`src/core/ttm_pkg.sv`:
```
// constants, types and helpers for the tone timer and interrupt block
// Functional notes
// - no-tone timer loads with command 33 hex plus one data byte, any time
// - no-tone code n gives n x 20 ms, or n x 40 ms in mid band
// - no-tone register write accepted in every mode, receive or transmit
// - no-tone write only sets period; counting waits for a good measurement
// - no-tone timer is one-shot, reloaded by successful measurements and by signal fades while running
// - unusable signal starts countdown (code only reloads it on a fade while running); expiry sets no-tone flag and interrupt
// - with no signal, countdown starts when measurement complete flag sets
// - measurement over 75% done at expiry holds the flag until aborted
// - no-tone flag clears on status read, no-tone write or general reset
// - general reset sets both timer settings to code zero
// - interval timer loads with command 36 hex plus one data byte
// - interval code n gives n x 10 ms, or n x 20 ms in mid band
// - interval timer restarts as soon as its data byte is loaded
// - interval expiry sets status bit 2 and the enabled interrupt
// - interval timer reloads itself after expiry until rewritten or reset
// - interval flag held until status read, interval write or general reset
// - all-zero tone word powersaves that generator; both saved saves summer
// - clock and serial bus logic stay active under every powersave state
// - control bit 5 gates no-tone and measurement irq, bit 6 interval irq
// - status bit 0 measurement, bit 1 no-tone, bit 2 interval expired
// - read status command releases irq, shifts status out, clears flags
// - general reset is the single command byte 01 hex
// - serial bytes move msb first, sampled on rising serial clock
// - each byte acts only once fully received
package ttm_pkg;

	// ----------------------------------------
	// command bytes
	// ----------------------------------------
	localparam logic [7:0] CMD_GEN_RESET = 8'h01;
	localparam logic [7:0] CMD_CONTROL = 8'h30;
	localparam logic [7:0] CMD_READ_STATUS = 8'h31;
	localparam logic [7:0] CMD_NOTONE = 8'h33;
	localparam logic [7:0] CMD_TONE1 = 8'h34;
	localparam logic [7:0] CMD_TONE2 = 8'h35;
	localparam logic [7:0] CMD_INTERVAL = 8'h36;

	// ----------------------------------------
	// fields and reset values
	// ----------------------------------------
	localparam int ST_MEAS = 0;
	localparam int ST_NOTONE = 1;
	localparam int ST_INTERVAL = 2;
	localparam int ST_W = 3;
	localparam int CTL_MID_BAND = 0;
	localparam int CTL_IE_RX = 5;
	localparam int CTL_IE_INTERVAL = 6;
	localparam int CODE_W = 4;
	localparam int CNT_W = 24;
	localparam logic [7:0] CTL_RESET = 8'h00;
	localparam logic [CODE_W-1:0] CODE_RESET = 4'h0;
	localparam logic [15:0] TONE_RESET = 16'h0000;
	localparam logic [ST_W-1:0] ST_RESET = 3'h0;
	localparam logic [2:0] BIT_LAST = 3'h7;

	// ----------------------------------------
	// timing
	// ----------------------------------------
	localparam int CLK_HZ = 20000000;
	localparam int UNIT_MS = 10;
	localparam int UNIT_CYC_DFLT = UNIT_MS * (CLK_HZ / 1000);
	localparam logic [2:0] NT_MULT_HIGH = 3'h2;
	localparam logic [2:0] NT_MULT_MID = 3'h4;
	localparam logic [2:0] IV_MULT_HIGH = 3'h1;
	localparam logic [2:0] IV_MULT_MID = 3'h2;

	typedef enum {NT_IDLE, NT_RUN, NT_HELD} ttm_nt_state_t;

	// period in clock cycles from a code, a band multiplier and the unit
	function automatic logic [CNT_W-1:0] ttm_period(input logic [CODE_W-1:0] code, input logic [2:0] mult,
		input logic [CNT_W-1:0] unit);
		logic [CNT_W-1:0] c;
		logic [CNT_W-1:0] m;
		c = {{(CNT_W-CODE_W){1'b0}}, code};
		m = {{(CNT_W-3){1'b0}}, mult};
		return c * m * unit;
	endfunction

endpackage

```
`src/core/ttm_bus_if.sv`:
```
// byte carrier between the serial front end and the timer core
`timescale 1ns/1ps
interface ttm_bus_if;
	logic byte_valid;
	logic byte_first;
	logic [7:0] byte_data;
	logic reply_load;
	logic [7:0] reply_byte;
	modport ser (output byte_valid, output byte_first, output byte_data, input reply_load, input reply_byte);
	modport core (input byte_valid, input byte_first, input byte_data, output reply_load, output reply_byte);
endinterface

```
`src/core/ttm_serial.sv`:
```
// serial control bus front end: byte receive and reply shift
`timescale 1ns/1ps
module ttm_serial
	import ttm_pkg::*;
(
	input wire logic clk,
	input wire logic rst_b,
	input wire logic csn_b,
	input wire logic serial_clk,
	input wire logic cmd_data,
	output logic reply_data,
	output logic reply_oe,
	ttm_bus_if.ser bus
);
	// ----------------------------------------
	// pin synchronisers
	// ----------------------------------------
	logic [1:0] cs_sync_reg;
	logic [1:0] ck_sync_reg;
	logic [1:0] dt_sync_reg;
	logic ck_last_reg;
	logic [7:0] shift_reg;
	logic [2:0] bit_cnt_reg;
	logic first_reg;
	logic [7:0] reply_sh_reg;
	logic reply_act_reg;
	logic valid_reg;
	logic vfirst_reg;
	logic [7:0] vdata_reg;

	wire sel = ~cs_sync_reg[1];
	wire ck_rise = ck_sync_reg[1] & ~ck_last_reg;
	wire [7:0] shift_next = {shift_reg[6:0], dt_sync_reg[1]};
	wire byte_end = sel & ck_rise & (bit_cnt_reg == BIT_LAST);

	always_ff @(posedge clk or negedge rst_b) begin
		if (!rst_b) begin
			cs_sync_reg <= 2'h3;
			ck_sync_reg <= 2'h0;
			dt_sync_reg <= 2'h0;
			ck_last_reg <= 1'b0;
		end else begin
			cs_sync_reg <= {cs_sync_reg[0], csn_b};
			ck_sync_reg <= {ck_sync_reg[0], serial_clk};
			dt_sync_reg <= {dt_sync_reg[0], cmd_data};
			ck_last_reg <= ck_sync_reg[1];
		end
	end

	// ----------------------------------------
	// byte receive, msb first on rising clock
	// ----------------------------------------
	always_ff @(posedge clk or negedge rst_b) begin
		if (!rst_b) begin
			shift_reg <= 8'h00;
			bit_cnt_reg <= 3'h0;
			first_reg <= 1'b1;
		end else if (!sel) begin
			bit_cnt_reg <= 3'h0;
			first_reg <= 1'b1;
		end else if (ck_rise) begin
			shift_reg <= shift_next;
			bit_cnt_reg <= 3'(bit_cnt_reg + 3'h1);
			if (bit_cnt_reg == BIT_LAST) begin
				first_reg <= 1'b0;
			end
		end
	end

	// whole byte only
	always_ff @(posedge clk or negedge rst_b) begin
		if (!rst_b) begin
			valid_reg <= 1'b0;
			vfirst_reg <= 1'b0;
			vdata_reg <= 8'h00;
		end else begin
			valid_reg <= byte_end;
			if (byte_end) begin
				vfirst_reg <= first_reg;
				vdata_reg <= shift_next;
			end
		end
	end

	// ----------------------------------------
	// reply shift, bit 7 driven first
	// ----------------------------------------
	always_ff @(posedge clk or negedge rst_b) begin
		if (!rst_b) begin
			reply_sh_reg <= 8'h00;
			reply_act_reg <= 1'b0;
		end else if (!sel) begin
			reply_act_reg <= 1'b0;
		end else if (bus.reply_load) begin
			reply_sh_reg <= bus.reply_byte;
			reply_act_reg <= 1'b1;
		end else if (ck_rise && reply_act_reg) begin
			reply_sh_reg <= {reply_sh_reg[6:0], 1'b0};
		end
	end

	assign bus.byte_valid = valid_reg;
	assign bus.byte_first = vfirst_reg;
	assign bus.byte_data = vdata_reg;
	assign reply_data = reply_sh_reg[7];
	assign reply_oe = reply_act_reg;
endmodule

```
`src/core/ttm_top.sv`:
```
// tone timers, status flags, interrupt and powersave control
`timescale 1ns/1ps
module ttm_top
	import ttm_pkg::*;
#(
	parameter int UNIT_CYC = ttm_pkg::UNIT_CYC_DFLT
) (
	input wire logic clk,
	input wire logic rst_b,
	input wire logic csn_b,
	input wire logic serial_clk,
	input wire logic cmd_data,
	output logic reply_data,
	output logic reply_oe,
	output logic irq_b,
	input wire logic meas_done,
	input wire logic meas_abort,
	input wire logic meas_late,
	input wire logic signal_bad,
	output logic [7:0] control,
	output logic [15:0] tone1_word,
	output logic [15:0] tone2_word,
	output logic tone1_psave,
	output logic tone2_psave,
	output logic sum_psave
);
	import ttm_pkg::*;

	// ----------------------------------------
	// serial front end, never powersaved
	// ----------------------------------------
	ttm_bus_if bus ();

	ttm_serial u_serial (
		.clk(clk),
		.rst_b(rst_b),
		.csn_b(csn_b),
		.serial_clk(serial_clk),
		.cmd_data(cmd_data),
		.reply_data(reply_data),
		.reply_oe(reply_oe),
		.bus(bus)
	);

	// ----------------------------------------
	// state
	// ----------------------------------------
	logic [7:0] cmd_reg;
	logic data_idx_reg;
	logic [7:0] ctl_reg;
	logic [15:0] tone1_reg;
	logic [15:0] tone2_reg;
	logic [CODE_W-1:0] nt_code_reg;
	logic [CODE_W-1:0] iv_code_reg;
	logic [ST_W-1:0] st_reg;
	logic [ST_W-1:0] st_next;
	ttm_nt_state_t nt_state_reg;
	ttm_nt_state_t nt_state_next;
	logic [CNT_W-1:0] nt_cnt_reg;
	logic [CNT_W-1:0] nt_cnt_next;
	logic iv_run_reg;
	logic [CNT_W-1:0] iv_cnt_reg;
	logic sig_bad_last_reg;
	logic irq_b_reg;
	logic t1_ps_reg;
	logic t2_ps_reg;
	logic sum_ps_reg;

	// ----------------------------------------
	// command decode
	// ----------------------------------------
	wire first_byte = bus.byte_valid & bus.byte_first;
	wire data_byte = bus.byte_valid & ~bus.byte_first;
	wire gen_reset = first_byte & (bus.byte_data == CMD_GEN_RESET);
	wire status_rd = first_byte & (bus.byte_data == CMD_READ_STATUS);
	wire wr_ctl = data_byte & (cmd_reg == CMD_CONTROL) & ~data_idx_reg;
	wire wr_notone = data_byte & (cmd_reg == CMD_NOTONE) & ~data_idx_reg;
	wire wr_interval = data_byte & (cmd_reg == CMD_INTERVAL) & ~data_idx_reg;
	wire wr_t1_hi = data_byte & (cmd_reg == CMD_TONE1) & ~data_idx_reg;
	wire wr_t1_lo = data_byte & (cmd_reg == CMD_TONE1) & data_idx_reg;
	wire wr_t2_hi = data_byte & (cmd_reg == CMD_TONE2) & ~data_idx_reg;
	wire wr_t2_lo = data_byte & (cmd_reg == CMD_TONE2) & data_idx_reg;
	// upper nibble assumed zero by the controller
	wire [CODE_W-1:0] new_code = bus.byte_data[CODE_W-1:0];

	always_ff @(posedge clk or negedge rst_b) begin
		if (!rst_b) begin
			cmd_reg <= 8'h00;
			data_idx_reg <= 1'b0;
		end else if (first_byte) begin
			cmd_reg <= bus.byte_data;
			data_idx_reg <= 1'b0;
		end else if (data_byte) begin
			data_idx_reg <= 1'b1;
		end
	end

	// ----------------------------------------
	// control, tone and timer setting registers
	// ----------------------------------------
	always_ff @(posedge clk or negedge rst_b) begin
		if (!rst_b) begin
			ctl_reg <= CTL_RESET;
			tone1_reg <= TONE_RESET;
			tone2_reg <= TONE_RESET;
			nt_code_reg <= CODE_RESET;
			iv_code_reg <= CODE_RESET;
		end else if (gen_reset) begin
			ctl_reg <= CTL_RESET;
			tone1_reg <= TONE_RESET;
			tone2_reg <= TONE_RESET;
			nt_code_reg <= CODE_RESET;
			iv_code_reg <= CODE_RESET;
		end else begin
			if (wr_ctl) begin
				ctl_reg <= bus.byte_data;
			end
			if (wr_t1_hi) begin
				tone1_reg[15:8] <= bus.byte_data;
			end
			if (wr_t1_lo) begin
				tone1_reg[7:0] <= bus.byte_data;
			end
			if (wr_t2_hi) begin
				tone2_reg[15:8] <= bus.byte_data;
			end
			if (wr_t2_lo) begin
				tone2_reg[7:0] <= bus.byte_data;
			end
			if (wr_notone) begin
				nt_code_reg <= new_code;
			end
			if (wr_interval) begin
				iv_code_reg <= new_code;
			end
		end
	end

	// ----------------------------------------
	// period decode
	// ----------------------------------------
	wire mid_band = ctl_reg[CTL_MID_BAND];
	wire [CNT_W-1:0] unit_cyc = CNT_W'(UNIT_CYC);
	wire [2:0] nt_mult = mid_band ? NT_MULT_MID : NT_MULT_HIGH;
	wire [2:0] iv_mult = mid_band ? IV_MULT_MID : IV_MULT_HIGH;
	wire [CNT_W-1:0] nt_period = ttm_period(nt_code_reg, nt_mult, unit_cyc);
	wire [CNT_W-1:0] iv_period = ttm_period(iv_code_reg, iv_mult, unit_cyc);
	wire [CNT_W-1:0] iv_new_period = ttm_period(new_code, iv_mult, unit_cyc);

	// ----------------------------------------
	// no-tone one-shot
	// ----------------------------------------
	wire sig_fade = signal_bad & ~sig_bad_last_reg;
	wire nt_expire = (nt_state_reg == NT_RUN) & (nt_cnt_reg <= {{(CNT_W-1){1'b0}}, 1'b1});
	logic nt_set;

	always_comb begin
		nt_state_next = nt_state_reg;
		nt_cnt_next = nt_cnt_reg;
		nt_set = 1'b0;
		if (gen_reset || wr_notone) begin
			nt_state_next = NT_IDLE;
		end else if (meas_done) begin
			nt_state_next = NT_RUN;
			nt_cnt_next = nt_period;
		end else begin
			unique case (nt_state_reg)
				NT_IDLE: begin
					nt_state_next = NT_IDLE;
				end
				NT_RUN: begin
					if (sig_fade) begin
						nt_cnt_next = nt_period;
					end else if (nt_expire && meas_late) begin
						nt_state_next = NT_HELD;
					end else if (nt_expire) begin
						nt_state_next = NT_IDLE;
						nt_set = 1'b1;
					end else begin
						nt_cnt_next = CNT_W'(nt_cnt_reg - {{(CNT_W-1){1'b0}}, 1'b1});
					end
				end
				NT_HELD: begin
					if (meas_abort) begin
						nt_state_next = NT_IDLE;
						nt_set = 1'b1;
					end
				end
			endcase
		end
	end

	always_ff @(posedge clk or negedge rst_b) begin
		if (!rst_b) begin
			nt_state_reg <= NT_IDLE;
			nt_cnt_reg <= {CNT_W{1'b0}};
			sig_bad_last_reg <= 1'b0;
		end else begin
			nt_state_reg <= nt_state_next;
			nt_cnt_reg <= nt_cnt_next;
			sig_bad_last_reg <= signal_bad;
		end
	end

	// ----------------------------------------
	// interval timer, self repeating
	// ----------------------------------------
	wire iv_expire = iv_run_reg & (iv_cnt_reg <= {{(CNT_W-1){1'b0}}, 1'b1});

	always_ff @(posedge clk or negedge rst_b) begin
		if (!rst_b) begin
			iv_run_reg <= 1'b0;
			iv_cnt_reg <= {CNT_W{1'b0}};
		end else if (gen_reset) begin
			iv_run_reg <= 1'b0;
		end else if (wr_interval) begin
			iv_run_reg <= 1'b1;
			iv_cnt_reg <= iv_new_period;
		end else if (iv_expire) begin
			iv_cnt_reg <= iv_period;
		end else if (iv_run_reg) begin
			iv_cnt_reg <= CNT_W'(iv_cnt_reg - {{(CNT_W-1){1'b0}}, 1'b1});
		end
	end

	// ----------------------------------------
	// status flags, set wins over clear
	// ----------------------------------------
	wire [ST_W-1:0] st_set = {iv_expire, nt_set, meas_done};
	wire [ST_W-1:0] st_clr = {status_rd | gen_reset | wr_interval,
		status_rd | gen_reset | wr_notone,
		status_rd | gen_reset};

	assign st_next = (st_reg & ~st_clr) | st_set;

	always_ff @(posedge clk or negedge rst_b) begin
		if (!rst_b) begin
			st_reg <= ST_RESET;
		end else begin
			st_reg <= st_next;
		end
	end

	// status byte loaded into the reply shifter
	assign bus.reply_load = status_rd;
	assign bus.reply_byte = {{(8-ST_W){1'b0}}, st_reg};

	// ----------------------------------------
	// interrupt and powersave outputs
	// ----------------------------------------
	wire rx_irq = (st_reg[ST_MEAS] | st_reg[ST_NOTONE]) & ctl_reg[CTL_IE_RX];
	wire iv_irq = st_reg[ST_INTERVAL] & ctl_reg[CTL_IE_INTERVAL];

	always_ff @(posedge clk or negedge rst_b) begin
		if (!rst_b) begin
			irq_b_reg <= 1'b1;
			t1_ps_reg <= 1'b1;
			t2_ps_reg <= 1'b1;
			sum_ps_reg <= 1'b1;
		end else begin
			irq_b_reg <= ~(rx_irq | iv_irq);
			t1_ps_reg <= (tone1_reg == TONE_RESET);
			t2_ps_reg <= (tone2_reg == TONE_RESET);
			sum_ps_reg <= (tone1_reg == TONE_RESET) & (tone2_reg == TONE_RESET);
		end
	end

	assign irq_b = irq_b_reg;
	assign control = ctl_reg;
	assign tone1_word = tone1_reg;
	assign tone2_word = tone2_reg;
	assign tone1_psave = t1_ps_reg;
	assign tone2_psave = t2_ps_reg;
	assign sum_psave = sum_ps_reg;
endmodule

```
`config.mk`:
```
export PLATFORM = sky130hd
export DESIGN_NAME = ttm_top
export DESIGN_NICKNAME = d
export VERILOG_FILES = /design/src/core/ttm_pkg.sv /design/src/core/ttm_bus_if.sv /design/src/core/ttm_serial.sv /design/src/core/ttm_top.sv
export SDC_FILE = /design/constraint.sdc
export NUM_CORES = 1
export LEC_CHECK = 0
export BUFFER_PORTS_ARGS = -buffer_cell sky130_fd_sc_hd__buf_2
export CAP_MARGIN = 20
export CORE_ASPECT_RATIO = 0.75
export CORE_UTILIZATION = 45
export DETAILED_ROUTE_END_ITERATION = 8
export PLACE_DENSITY_LB_ADDON = 0.15
export REMOVE_ABC_BUFFERS = 1
export SYNTH_ARGS = -nofsm -noshare
export SYNTH_HDL_FRONTEND = slang
export SYNTH_HIERARCHICAL = 1
export SYNTH_SLANG_ARGS = --single-unit
```
`constraint.sdc`:
```
create_clock -name clk -period 4.6 [get_ports clk]
set_clock_uncertainty 0.05 [all_clocks]
set_input_delay 0.69 -clock clk [delete_from_list [all_inputs] [get_ports clk]]
set_output_delay 0.69 -clock clk [all_outputs]
set_load 0.01 [all_outputs]
```
==> results by stage <==
Status:
- The run finished with clean final reports.

Finish:
- The register area is 0.003837 mm2.
- The non-filler instance count after layout is ~1.4k.
- 0 antenna diodes ended up in the layout.
- After filler insertion, the fill cell instance count of the layout stands at 1981.
- The ratio of cells with drive above 1 in the final layout is 0.2032.
- The library cells used most frequently in the layout, excluding fill and tap cells, are 146 x sky130_fd_sc_hd__dfrtp_1, 116 x sky130_fd_sc_hd__ha_1, 82 x sky130_fd_sc_hd__nor2_1, 69 x sky130_fd_sc_hd__a21oi_1, 68 x sky130_fd_sc_hd__o21ai_0.
- After the last flow step, the layout net total stands at 1259.
- The most common cell after layout, fill and taps aside is sky130_fd_sc_hd__dfrtp_1.
- The area of the multi-input gates is 0.006371 mm2.
- The layout overhead on the synthesized area is 14.34%.

Timing:
- Setup total negative slack on the finished layout was measured at 0 ns.
- The relative max-transition margin is 0.3732.
- The number of hold violations in the final report is 0.
- Final hold analysis gives a worst-case slack of 0.3040 ns.
- The post-route minimum period is 4.454 ns.
- Of the available clock period, the critical path in the final layout requires 0.9683.
- Based on the critical path, the design can be clocked at up to between 200 and 250 MHz.
- The final count of negative-setup-slack endpoints is 0.
- For the pin with the worst max-slew slack, the measured transition is 0.9401 ns.
- Setup repair after global routing could not meet its margin everywhere.
- The number of pins exceeding their max-slew limit in the final report is 0.

Clocking:
- The number of clock buffers inserted by TritonCTS is 17.
- The CTS root buffer is sky130_fd_sc_hd__clkbuf_16.
- The clock transition time at the flip-flop clock pins of the worst setup and hold paths is 0.06 ns.
- The clock net in this run drives a total of ~150 sinks.
- The CTS tree is yes.
- The clock passes through at most 2 buffers.
- For the worst-skew pair, the clock arrives at the later sink with an insertion delay of 0.43 ns.
- The number of hold buffers added after cts is 0.
- The H-tree generated during clock tree synthesis spans 4 levels.

Synthesis:
- The post-synthesis instance area is 0.01042 mm2.
- The number of flops mapped to enable cells by yosys is 0.
- Summed over all instances, the cell type with the most area after synthesis is sky130_fd_sc_hd__dfrtp_1.
- Of the synthesized area, sequential elements account for 0.3681.
- The synthesized design contains 153 register bits.
- The number of distinct library cells after synthesis is between 80 and 90.
- The post-synthesis async set-or-reset flop share is 1.000.
- The prevailing post-synth register cell is sky130_fd_sc_hd__dfrtp_1.
- During synthesis, Yosys emitted a total of 6 warnings.
- Ranked by total cell area, the synthesized netlist is headed by sky130_fd_sc_hd__dfrtp_1 35%, sky130_fd_sc_hd__ha_1 15%, sky130_fd_sc_hd__mux2_2 6.4%.
- The synthesized instance count is 1037.
- After synthesis, the mean cell area works out to 10.05 um2.
- The share of Yosys cell area claimed by the top area cell type is 0.3505.

Floorplan:
- The core area is 0.02241 mm2.
- For this configuration, the core starts out at a cell density of 0.4653.
- The die outline width is roughly 180 um.
- In this run the count of I/O pins placed on the die edge is 55.
- The height of the chip is 133.8 um.
- The die covers between 0.02 and 0.025 mm2.
- The floorplan has 47 rows.

Power and ir drop:
- Power spread over the standard cell area amounts to 279.5 mW/mm2.
- The worst IR drop on VDD is 0.2744 mV.
- The reported leakage power is 5.960 nW.
- The overall power after layout is 3.332 mW.

Critical path:
- The worst endpoint required time is around 4.9 ns.
- STA classifies the critical path endpoint as a flop.
- The critical path startpoint category is a flop.
- The critical path data arrival time is 4.72 ns.
- In this run the worst path has a maximum fanout of 12.
- The critical path start-end classification is flop to flop.

Job:
- The number of maximum-capacitance violations is 0.

Place:
- The number of port buffers is 54.
- The routability congestion estimate is 0.9161.
- Once detailed placement completed, the half-perimeter wirelength came to 18340 um.
- The total instance count after detailed placement is 1385.

Global routing:
- Entering global routing, the biggest net connects 103 pins.
- The number of antenna violations at the first check in global routing came to 0.
- The global-route usage over all layers is 0.2181.
- The number of global-route vias before repair was 7380.
- The first-pass GRT wire length is 40140 um.
- After global routing the overflow that remains totals 0.

Worst hold path:
- The classification of the worst-slack hold path is flop to flop.

Detailed routing:
- For this block, the initial DRC count from the detailed router was 654.
- The first TritonRoute pass finished after 5 iterations.
- The final wirelength is 24840 um.
- The routed length per placed instance is 17.48 um.
- The residual antenna-violating net count after detailed routing is 0.
- After detailed routing, the number of remaining DRC violations is 0.
- The mean number of vias per cell is 5.640.
- The total via count in the routed design is roughly 8k.
## logic make-up after synthesis
logic type | count (synthesis) | share of synthesized area
muxes | 78 | 0.08581
and+or+nand+nor | 286 | 0.1427
AOI/OAI and AO/OA | 253 | 0.1569
DFF | 153 | 0.3681
buffers and inverters | 84 | 0.03541
xor gates and xnor gates | 45 | 0.03781
other | 2 | 0.0007204
adders and majority gates | 136 | 0.1726
## power by group
part | switching, mW | internal [mW] | leakage (nW)
sequential | 0.0636 | 1.41 | 2.00
combinational | 0.191 | 0.137 | 3.65
clock | 0.595 | 0.931 | 0.310
total | 0.850 | 2.48 | 5.96
## path summary, 6_finish.rpt
kind                            cells after the start                                 to  slack, ns                         startpoint
max in group asynchronous                           2          tone1_word[7]$_DFFE_PN0P_       3.21                              rst_b
worst max-delay path                               16         iv_cnt_reg[18]$_DFFE_PN0P_       0.15             control[0]$_DFFE_PN0P_
min in group asynchronous                           1             cmd_reg[6]$_DFFE_PN0P_       0.32                              rst_b
worst min register to register                      0  u_serial/ck_sync_reg[1]$_DFF_PN0_       0.30  u_serial/ck_sync_reg[0]$_DFF_PN0_
worst min-delay path                                0  u_serial/ck_sync_reg[1]$_DFF_PN0_       0.30  u_serial/ck_sync_reg[0]$_DFF_PN0_
worst max register to register                     16         iv_cnt_reg[18]$_DFFE_PN0P_       0.15             control[0]$_DFFE_PN0P_
## routing by layer
layer	GRT usage	wire length, um	vias up
met5	0	0	-
met4	0.04796	177	0
met3	0.03883	1219	12
met2	0.2925	9919	186
met1	0.3555	13520	3869
li1	-	-	3948
## stage by stage
stage	setup WS, ns	utilization	cell area (um2)
3_3_place_gp	0.02085	0.4979	11150
2_1_floorplan	-0.2229	-	10240
3_5_place_dp	-0.1103	0.4979	11150
5_1_grt	-0.01912	0.5320	11920
6_report	0.1460	0.5320	11920
4_1_cts	0.002566	0.5272	11810
## Yosys cell counts (12+ instances only)
library cell               count
sky130_fd_sc_hd__a21oi_1      71
sky130_fd_sc_hd__a22o_1       20
sky130_fd_sc_hd__clkbuf_1     27
sky130_fd_sc_hd__dfrtp_1     146
sky130_fd_sc_hd__fa_1         13
sky130_fd_sc_hd__ha_1        123
sky130_fd_sc_hd__inv_1        38
sky130_fd_sc_hd__mux2_2       59
sky130_fd_sc_hd__nand2_1      61
sky130_fd_sc_hd__nand3_1      16
sky130_fd_sc_hd__nor2_1       82
sky130_fd_sc_hd__nor3_1       27
sky130_fd_sc_hd__nor4_1       17
sky130_fd_sc_hd__o21ai_0      68
sky130_fd_sc_hd__or3_1        12
sky130_fd_sc_hd__xnor2_1      28
sky130_fd_sc_hd__xor2_1       17
## timing repair
action	in CTS	in global routing
gates resized for setup	2	13
setup buffers	2	2
endpoints found under the setup margin	1	7
cloned	0	0
pin swaps	1	5
## worst max-delay path: stages, from the launching register on
cell and delay, ns:
sky130_fd_sc_hd__dfrtp_1 0.42, sky130_fd_sc_hd__buf_4 0.22, sky130_fd_sc_hd__mux2_2 0.37, sky130_fd_sc_hd__ha_1 0.33, sky130_fd_sc_hd__ha_1 0.29, sky130_fd_sc_hd__inv_1 0.05, sky130_fd_sc_hd__fa_1 0.52, sky130_fd_sc_hd__inv_1 0.07
sky130_fd_sc_hd__fa_1 0.45, sky130_fd_sc_hd__a21o_1 0.17, sky130_fd_sc_hd__a21oi_1 0.21, sky130_fd_sc_hd__o21ai_0 0.16, sky130_fd_sc_hd__buf_4 0.16, sky130_fd_sc_hd__o31ai_1 0.23, sky130_fd_sc_hd__xor2_1 0.29, sky130_fd_sc_hd__nor2_1 0.07
sky130_fd_sc_hd__a221o_1 0.27
## cell type report
type / count / share of cell area
sequential: 153 / 0.3219
timing repair buffer: 92 / 0.04713
tap: 294 / 0.03086
clock inverter: 13 / 0.01616
multi-input combinational: 811 / 0.5345
inverter: 39 / 0.01228
clock buffer: 19 / 0.03716
No activity file was read; power rests on OpenSTA's default activity.
